[src/core/asbl_pkg.sv]
package asbl_pkg;
  // Memory shape
  localparam int ADDR_WIDTH = 17;
  localparam int DATA_WIDTH = 16;
  localparam int LANE_WIDTH = 8;
  localparam int LANES = 2;
  localparam int LANE_LOW = 0;
  localparam int LANE_HIGH = 1;
  // Clock period and timing figures in picoseconds
  localparam int CLOCK_PERIOD_PS = 8000;
  localparam int READ_CYCLE_TIME_PS = 12000;
  localparam int WRITE_CYCLE_TIME_PS = 12000;
  localparam int ADDRESS_TO_DATA_PS = 12000;
  localparam int WRITE_PULSE_TIME_PS = 8000;
  localparam int DATA_SETUP_TIME_PS = 6000;
  localparam int WRITE_ENABLE_TO_FLOAT_TIME_PS = 6000;
  localparam int OUTPUT_FLOAT_TIME_PS = 6000;
  // Least times round up to whole cycles, at least one
  function automatic int asbl_cycles_up(input int ps);
    int c;
    c = (ps + CLOCK_PERIOD_PS - 1) / CLOCK_PERIOD_PS;
    return (c < 1) ? 1 : c;
  endfunction : asbl_cycles_up
  localparam int READ_CYCLES = asbl_cycles_up(ADDRESS_TO_DATA_PS) + 1;
  localparam int FLOAT_CYCLES = asbl_cycles_up(OUTPUT_FLOAT_TIME_PS);
  localparam int WRITE_PULSE_CYCLES_RAW = asbl_cycles_up(WRITE_PULSE_TIME_PS);
  localparam int WRITE_SUM_CYCLES = asbl_cycles_up(
      DATA_SETUP_TIME_PS + WRITE_ENABLE_TO_FLOAT_TIME_PS);
  localparam int WRITE_PULSE_CYCLES =
      (WRITE_SUM_CYCLES > WRITE_PULSE_CYCLES_RAW) ?
      WRITE_SUM_CYCLES : WRITE_PULSE_CYCLES_RAW;
  localparam int COUNT_WIDTH = 4;
  localparam logic [COUNT_WIDTH-1:0] COUNT_ZERO = 4'h0;
  localparam logic [COUNT_WIDTH-1:0] COUNT_ONE = 4'h1;
  // Controller states, one-hot
  typedef enum logic [4:0] {
    ST_IDLE = 5'h01,
    ST_READ = 5'h02,
    ST_TURN = 5'h04,
    ST_WRITE = 5'h08,
    ST_RECOVER = 5'h10
  } asbl_state_type;
endpackage : asbl_pkg

[src/core/asbl_host.sv]
`timescale 1ns/1ps
// Contract
// - A write ends at the first rising strobe; data is timed to that edge.
// - Write enable stays high for the whole of every read.
// - In a select-ended write the address is valid by select falling.
// - A write enable pulse with output enable low lasts setup plus float time.
// - The host drives data only once memory outputs have floated.
module asbl_host
  import asbl_pkg::*;
#(
  parameter int AW = ADDR_WIDTH,
  parameter int DW = DATA_WIDTH
) (
  input wire logic clock,
  input wire logic reset_n,
  input wire logic req_valid,
  input wire logic req_write,
  input wire logic [AW-1:0] req_addr,
  input wire logic [LANES-1:0] req_lanes,
  input wire logic [DW-1:0] req_wdata,
  output logic req_ready,
  output logic rsp_valid,
  output logic [DW-1:0] rsp_rdata,
  output logic [AW-1:0] mem_addr,
  output logic chip_select_n,
  output logic output_enable_n,
  output logic write_enable_n,
  output logic low_byte_enable_n,
  output logic high_byte_enable_n,
  input wire logic [DW-1:0] mem_data_in,
  output logic [DW-1:0] mem_data_out,
  output logic [LANES-1:0] mem_data_oe_n
);
  // Elaboration check of the shape
  if (AW != ADDR_WIDTH || DW != LANES * LANE_WIDTH) begin : g_bad_shape
    $error("asbl_host supports only a 17-bit address and 16-bit data");
  end

  asbl_state_type state_reg, state_next;
  logic [COUNT_WIDTH-1:0] count_reg, count_next;
  logic [AW-1:0] addr_reg, addr_next;
  logic cs_n_reg, cs_n_next;
  logic oe_n_reg, oe_n_next;
  logic we_n_reg, we_n_next;
  logic [LANES-1:0] be_n_reg, be_n_next;
  logic ready_reg, ready_next;
  logic rsp_reg, rsp_next;
  logic capture, load, drive;
  logic [LANES-1:0] lane_drive;
  logic [LANES-1:0] ask_lanes;

  // Empty lane mask is read as a full word
  assign ask_lanes = (req_lanes == '0) ? '1 : req_lanes;

  // Sequencer next state and strobe levels
  always_comb begin
    state_next = state_reg;
    count_next = count_reg;
    addr_next = addr_reg;
    cs_n_next = cs_n_reg;
    oe_n_next = oe_n_reg;
    we_n_next = we_n_reg;
    be_n_next = be_n_reg;
    ready_next = 1'b0;
    rsp_next = 1'b0;
    capture = 1'b0;
    load = 1'b0;
    drive = 1'b0;
    case (state_reg)
      ST_IDLE: begin
        // Deselected: memory in standby, pins float
        cs_n_next = 1'b1;
        oe_n_next = 1'b1;
        we_n_next = 1'b1;
        be_n_next = '1;
        ready_next = 1'b1;
        if (req_valid && ready_reg) begin
          ready_next = 1'b0;
          addr_next = req_addr;
          cs_n_next = 1'b0;
          be_n_next = ~ask_lanes;
          if (req_write) begin
            // Output enable stays high so the memory never drives
            oe_n_next = 1'b1;
            we_n_next = 1'b0;
            load = 1'b1;
            drive = 1'b1;
            count_next = COUNT_WIDTH'(WRITE_PULSE_CYCLES);
            state_next = ST_WRITE;
          end else begin
            oe_n_next = 1'b0;
            we_n_next = 1'b1;
            count_next = COUNT_WIDTH'(READ_CYCLES);
            state_next = ST_READ;
          end
        end
      end
      ST_READ: begin
        // Address-paced read: strobes hold still until data settles
        count_next = count_reg - COUNT_ONE;
        if (count_reg == COUNT_ONE) begin
          capture = 1'b1;
          rsp_next = 1'b1;
          cs_n_next = 1'b1;
          oe_n_next = 1'b1;
          be_n_next = '1;
          count_next = COUNT_WIDTH'(FLOAT_CYCLES);
          state_next = ST_TURN;
        end
      end
      ST_TURN: begin
        // Wait for the memory outputs to float before the next access
        count_next = count_reg - COUNT_ONE;
        if (count_reg == COUNT_ONE) begin
          ready_next = 1'b1;
          state_next = ST_IDLE;
        end
      end
      ST_WRITE: begin
        // Data held on the pins across the whole pulse
        drive = 1'b1;
        count_next = count_reg - COUNT_ONE;
        if (count_reg == COUNT_ONE) begin
          // Write enable rises first and ends the write
          we_n_next = 1'b1;
          state_next = ST_RECOVER;
        end
      end
      ST_RECOVER: begin
        // Data and address held one cycle past the ending edge
        drive = 1'b0;
        cs_n_next = 1'b1;
        be_n_next = '1;
        ready_next = 1'b1;
        state_next = ST_IDLE;
      end
      default: begin
        state_next = ST_IDLE;
        cs_n_next = 1'b1;
        oe_n_next = 1'b1;
        we_n_next = 1'b1;
        be_n_next = '1;
      end
    endcase
  end

  // Sequencer registers
  always_ff @(posedge clock) begin
    if (!reset_n) begin
      state_reg <= ST_IDLE;
      count_reg <= COUNT_ZERO;
      addr_reg <= '0;
      cs_n_reg <= 1'b1;
      oe_n_reg <= 1'b1;
      we_n_reg <= 1'b1;
      be_n_reg <= '1;
      ready_reg <= 1'b0;
      rsp_reg <= 1'b0;
    end else begin
      state_reg <= state_next;
      count_reg <= count_next;
      addr_reg <= addr_next;
      cs_n_reg <= cs_n_next;
      oe_n_reg <= oe_n_next;
      we_n_reg <= we_n_next;
      be_n_reg <= be_n_next;
      ready_reg <= ready_next;
      rsp_reg <= rsp_next;
    end
  end

  // Only the enabled lanes carry write data
  assign lane_drive = {LANES{drive}} & (load ? ask_lanes : ~be_n_reg);

  // Byte lane data paths
  for (genvar i = 0; i < LANES; i++) begin : g_lane
    asbl_lane #(
      .WIDTH(LANE_WIDTH)
    ) u_lane (
      .clock(clock),
      .reset_n(reset_n),
      .capture(capture & ~be_n_reg[i]),
      .load(load & ask_lanes[i]),
      .drive(lane_drive[i]),
      .pin_in(mem_data_in[i*LANE_WIDTH +: LANE_WIDTH]),
      .wr_data(req_wdata[i*LANE_WIDTH +: LANE_WIDTH]),
      .rd_data(rsp_rdata[i*LANE_WIDTH +: LANE_WIDTH]),
      .pin_out(mem_data_out[i*LANE_WIDTH +: LANE_WIDTH]),
      .pin_oe_n(mem_data_oe_n[i])
    );
  end

  assign req_ready = ready_reg;
  assign rsp_valid = rsp_reg;
  assign mem_addr = addr_reg;
  assign chip_select_n = cs_n_reg;
  assign output_enable_n = oe_n_reg;
  assign write_enable_n = we_n_reg;
  assign low_byte_enable_n = be_n_reg[LANE_LOW];
  assign high_byte_enable_n = be_n_reg[LANE_HIGH];
endmodule : asbl_host

[src/core/asbl_lane.sv]
`timescale 1ns/1ps
// One byte lane of the data pins: capture on read, drive on write
module asbl_lane
  import asbl_pkg::*;
#(
  parameter int WIDTH = LANE_WIDTH
) (
  input wire logic clock,
  input wire logic reset_n,
  input wire logic capture,
  input wire logic load,
  input wire logic drive,
  input wire logic [WIDTH-1:0] pin_in,
  input wire logic [WIDTH-1:0] wr_data,
  output logic [WIDTH-1:0] rd_data,
  output logic [WIDTH-1:0] pin_out,
  output logic pin_oe_n
);
  logic [WIDTH-1:0] rd_reg, rd_next;
  logic [WIDTH-1:0] out_reg, out_next;
  logic oe_n_reg, oe_n_next;

  // Next values of the lane registers
  always_comb begin
    rd_next = capture ? pin_in : rd_reg;
    out_next = load ? wr_data : out_reg;
    oe_n_next = ~drive;
  end

  // Lane registers
  always_ff @(posedge clock) begin
    if (!reset_n) begin
      rd_reg <= '0;
      out_reg <= '0;
      oe_n_reg <= 1'b1;
    end else begin
      rd_reg <= rd_next;
      out_reg <= out_next;
      oe_n_reg <= oe_n_next;
    end
  end

  assign rd_data = rd_reg;
  assign pin_out = out_reg;
  assign pin_oe_n = oe_n_reg;
endmodule : asbl_lane

[config.mk]
export PLATFORM = sky130hd
export DESIGN_NAME = asbl_host
export DESIGN_NICKNAME = d
export VERILOG_FILES = /design/src/core/asbl_pkg.sv /design/src/core/asbl_host.sv /design/src/core/asbl_lane.sv
export SDC_FILE = /design/constraint.sdc
export NUM_CORES = 1
export LEC_CHECK = 0
export ABC_AREA = 1
export ABC_CLOCK_PERIOD_IN_PS = 1200
export BUFFER_PORTS_ARGS = -buffer_cell sky130_fd_sc_hd__clkbuf_2
export CORE_MARGIN = 8
export CORE_UTILIZATION = 45
export CTS_BUF_LIST = sky130_fd_sc_hd__clkbuf_2 sky130_fd_sc_hd__clkbuf_4 sky130_fd_sc_hd__clkbuf_8
export CTS_CLUSTER_SIZE = 14
export DETAILED_ROUTE_END_ITERATION = 7
export PLACE_DENSITY = 0.82
export SYNTH_ARGS = -nofsm -noshare
export SYNTH_HDL_FRONTEND = slang
export SYNTH_SLANG_ARGS = --single-unit
[constraint.sdc]
create_clock -name clock -period 1.2 [get_ports clock]
set_input_delay 0.12 -clock clock [delete_from_list [all_inputs] [get_ports clock]]
set_output_delay 0.12 -clock clock [all_outputs]
set_load 0.02 [all_outputs]
==> flow_summary_export.csv <==
group,metric,value,unit
global_route,antenna_found_initial,0,
sta,slew_headroom,74.0,%
clock_network,htreeDepth,3,
cells_and_area,synthToLayoutAreaGrowth,74.7,%
yosys,syn_area,2750,um^2
power_and_ir_drop,pwr-share-comb,22.8,%
placement,io_buffer_count,112,
sta,layout_min_cycle_time,1650,ps
cells_and_area,drive_gt1_share,55.9,%
global_route,grt-ovfl-total,0,
worst_hold_path,hold_path_class,"input port to register",
yosys,avgSynthCellArea,7.59,um^2
placement,place_congestion,0.825,
sta,setup_ws,-452,ps
floorplan,die_area,8860,um^2
global_route,first_global_vias,3385,
sta,maxSlewViolCount,0,
detailed_routing,wl_per_cell,20.8,um
clock_network,root_buffer,"clkbuf_8",
setup_path,cp-end-kind,"register",
cells_and_area,utilization,81.1,%
yosys,yosysWarnings,0,
sta,fmax,605,MHz
global_route,grt_pass1_wl,16400,um
setup_path,crit_type,"register to register",
sta,tns,-19390,ps
power_and_ir_drop,leakage,2.19,nW
setup_path,crit_fanout,4,
detailed_routing,vias,3614,
power_and_ir_drop,power_density,1250,nW/um^2
power_and_ir_drop,p_clk_share,36.8,%
yosys,ys_ff_latch,67,
clock_network,clk_latency,370,ps
outcome,violations,"hold timing, setup timing",
power_and_ir_drop,power_frac_seq,40.4,%
placement,place_area,3770,um^2
run,drv_cap,0,
placement,dp.cells,580,
floorplan,pin_count,113,
detailed_routing,ant_nets,0,
floorplan,die_x,94.1,um
yosys,seq_area_frac_synth,48.8,%
cells_and_area,diodes,0,
detailed_routing,drt_iter0_drc,367,
floorplan,design.core.area,5920,um^2
clock_network,cts.sinks,67,
floorplan,start_util,46.4,%
cells_and_area,final_nets,605,
power_and_ir_drop,intPower,4.11,mW
sta,worstMarginPinSlew,386,ps
power_and_ir_drop,p_total,6.00,mW
detailed_routing,wl,13100,um
yosys,ys_types,29,
detailed_routing,dr.pass1.iters,5,
cells_and_area,layout.cells.non_filler,628,
clock_network,cts.clk_slew.worst_paths,100,ps
detailed_routing,vias_per_cell,5.75,
clock_network,cts_inserted_buffers,9,
floorplan,rows,28,
sta,timing.final.crit_share,138,%
sta,hold_viol_final,4,
clock_network,clockBufferDepth,2,
power_and_ir_drop,vdd_drop_max,0.00114,V
cells_and_area,largest_reg_flops,17,
outcome,status,"finished with violations",
setup_path,cp_data_arrival_time,1900,ps
sta,rsz0062_at_grt,"yes",
global_route,grt_usage,23.5,%
sta,finalHoldWorstSlack,-8.55,ps
sta,skew,22.1,ps
setup_path,cp-start-kind,"register",
cells_and_area,fin_area,4800,um^2
power_and_ir_drop,power.net_switching,1.89,mW
setup_path,critical_path_required,1450,ps
placement,hpwl,6390,um
sta,setup_viol,67,
power_and_ir_drop,switching_share,31.5,%
yosys,syn_inst,362,
detailed_routing,drc,0,
yosys,synthesis.nets,419,
global_route,grt_max_degree,21,
clock_network,cts_tree,"yes",
floorplan,die_h,94.1,um
placement,post-place-ws,-276,ps
==> layout by cell type, fill, tap and decap left out, drive strengths merged <==
cell type / Yosys / routed
o21ai: 19 / 19
nand3b: 1 / 1
inv: 23 / 23
a21oi: 42 / 42
a31oi: 1 / 1
buf: 7 / 67
nor2: 58 / 59
dfxtp: 67 / 67
clkbuf: 7 / 122
o31ai: 1 / 1
nand4: 4 / 4
xor2: 1 / 1
bufinv: 0 / 2
nor3: 1 / 1
ha: 2 / 2
dlygate4sd3: 0 / 9
nand3: 39 / 39
clkinv: 3 / 5
nand2: 86 / 86
clkinvlp: 0 / 2
==> area by class of cell <==
cell class	count	area, um^2
multi-input cells	256	1710
flip-flops and latches	67	1350
repair buffers	188	1290
fillers	309	1120
clock buffers	10	138
inverters	26	120
well taps	75	93.8
clock inverters	6	88.8
==> critical path: stages, from the launching register on <==
cell and delay (ps):
dfxtp_2 440, buf_6 130, inv_4 30, buf_4 120
nand2_1 80, nor2_1 50, buf_4 160, nor2_4 170
nand3_1 140, nand2_1 140, nor2_1 60
==> worst paths after layout <==
kind | start | to | slack [ps] | cells after the start
worst max-delay path | state_reg[0] | count_reg[0] | -450 | 10
worst min-delay path | req_wdata[11] | g_lane[1].u_lane.pin_out[3] | -9 | 3
worst max register to register | state_reg[0] | count_reg[0] | -450 | 10
worst min register to register | output_enable_n | output_enable_n | 470 | 2
==> timing repair <==
item | in CTS | in global routing
hold buffers | 5 | 4
setup buffers | 16 | 5
hold endpoints to repair | 5 | 4
gates resized for setup | 73 | 77
pin swaps | 18 | 21
cloned | 3 | 0
endpoints found under the setup margin | 67 | 67
==> metal layers <==
metal | up-vias | GRT usage [%] | share of wire (%)
li1 | 1558 | - | -
met1 | 1661 | 25.5 | 35
met2 | 303 | 40.2 | 49
met3 | 92 | 6.24 | 9.7
met4 | 0 | 13.6 | 6.3
met5 | - | 0 | 0
==> synthesized netlist by cell type <==
cell type / count / area (um^2)
nand2_1: 81 / 304
dfxtp_1: 67 / 1340
nor2_1: 51 / 191
a21oi_1: 42 / 210
nand3_1: 37 / 185
inv_1: 22 / 82.6
o21ai_0: 19 / 95.1
clkbuf_1: 7 / 26.3
nand2_2: 4 / 25.0
nor2_2: 4 / 25.0
buf_2: 3 / 15.0
nand4_1: 3 / 18.8
buf_4: 2 / 15.0
buf_6: 2 / 22.5
clkinv_1: 2 / 7.51
ha_1: 2 / 25.0
nor2_8: 2 / 40.0
a31oi_1: 1 / 6.26
clkinv_2: 1 / 5.00
inv_4: 1 / 6.26
nand2_4: 1 / 11.3
nand3_2: 1 / 10.0
nand3_4: 1 / 17.5
nand3b_1: 1 / 7.51
nand4_4: 1 / 21.3
nor2_4: 1 / 11.3
nor3_1: 1 / 5.00
o31ai_1: 1 / 7.51
xor2_1: 1 / 8.76
==> cell families after synthesis <==
kind of cell    after synthesis  share of synthesized area [%]
simple gates                189                           31.8
flops                        67                           48.8
compound gates               63                           11.6
buf+inv                      40                           6.56
fa+ha+maj                     2                          0.911
xor+xnor                      1                          0.319
==> power by group through the flow <==
| stage | Sequential, mW | Combinational, mW | Clock [mW] |
|---|---|---|---|
| after detailed placement | 2.45 | 0.943 | 0 |
| after CTS | 2.40 | 1.15 | 2.14 |
| after global routing | 2.43 | 1.43 | 2.29 |
| final | 2.42 | 1.37 | 2.21 |
| after floorplan | 2.56 | 0.414 | 0 |
| after global placement | 2.44 | 0.925 | 0 |
Note: power is estimated with default switching activity, not from simulation.
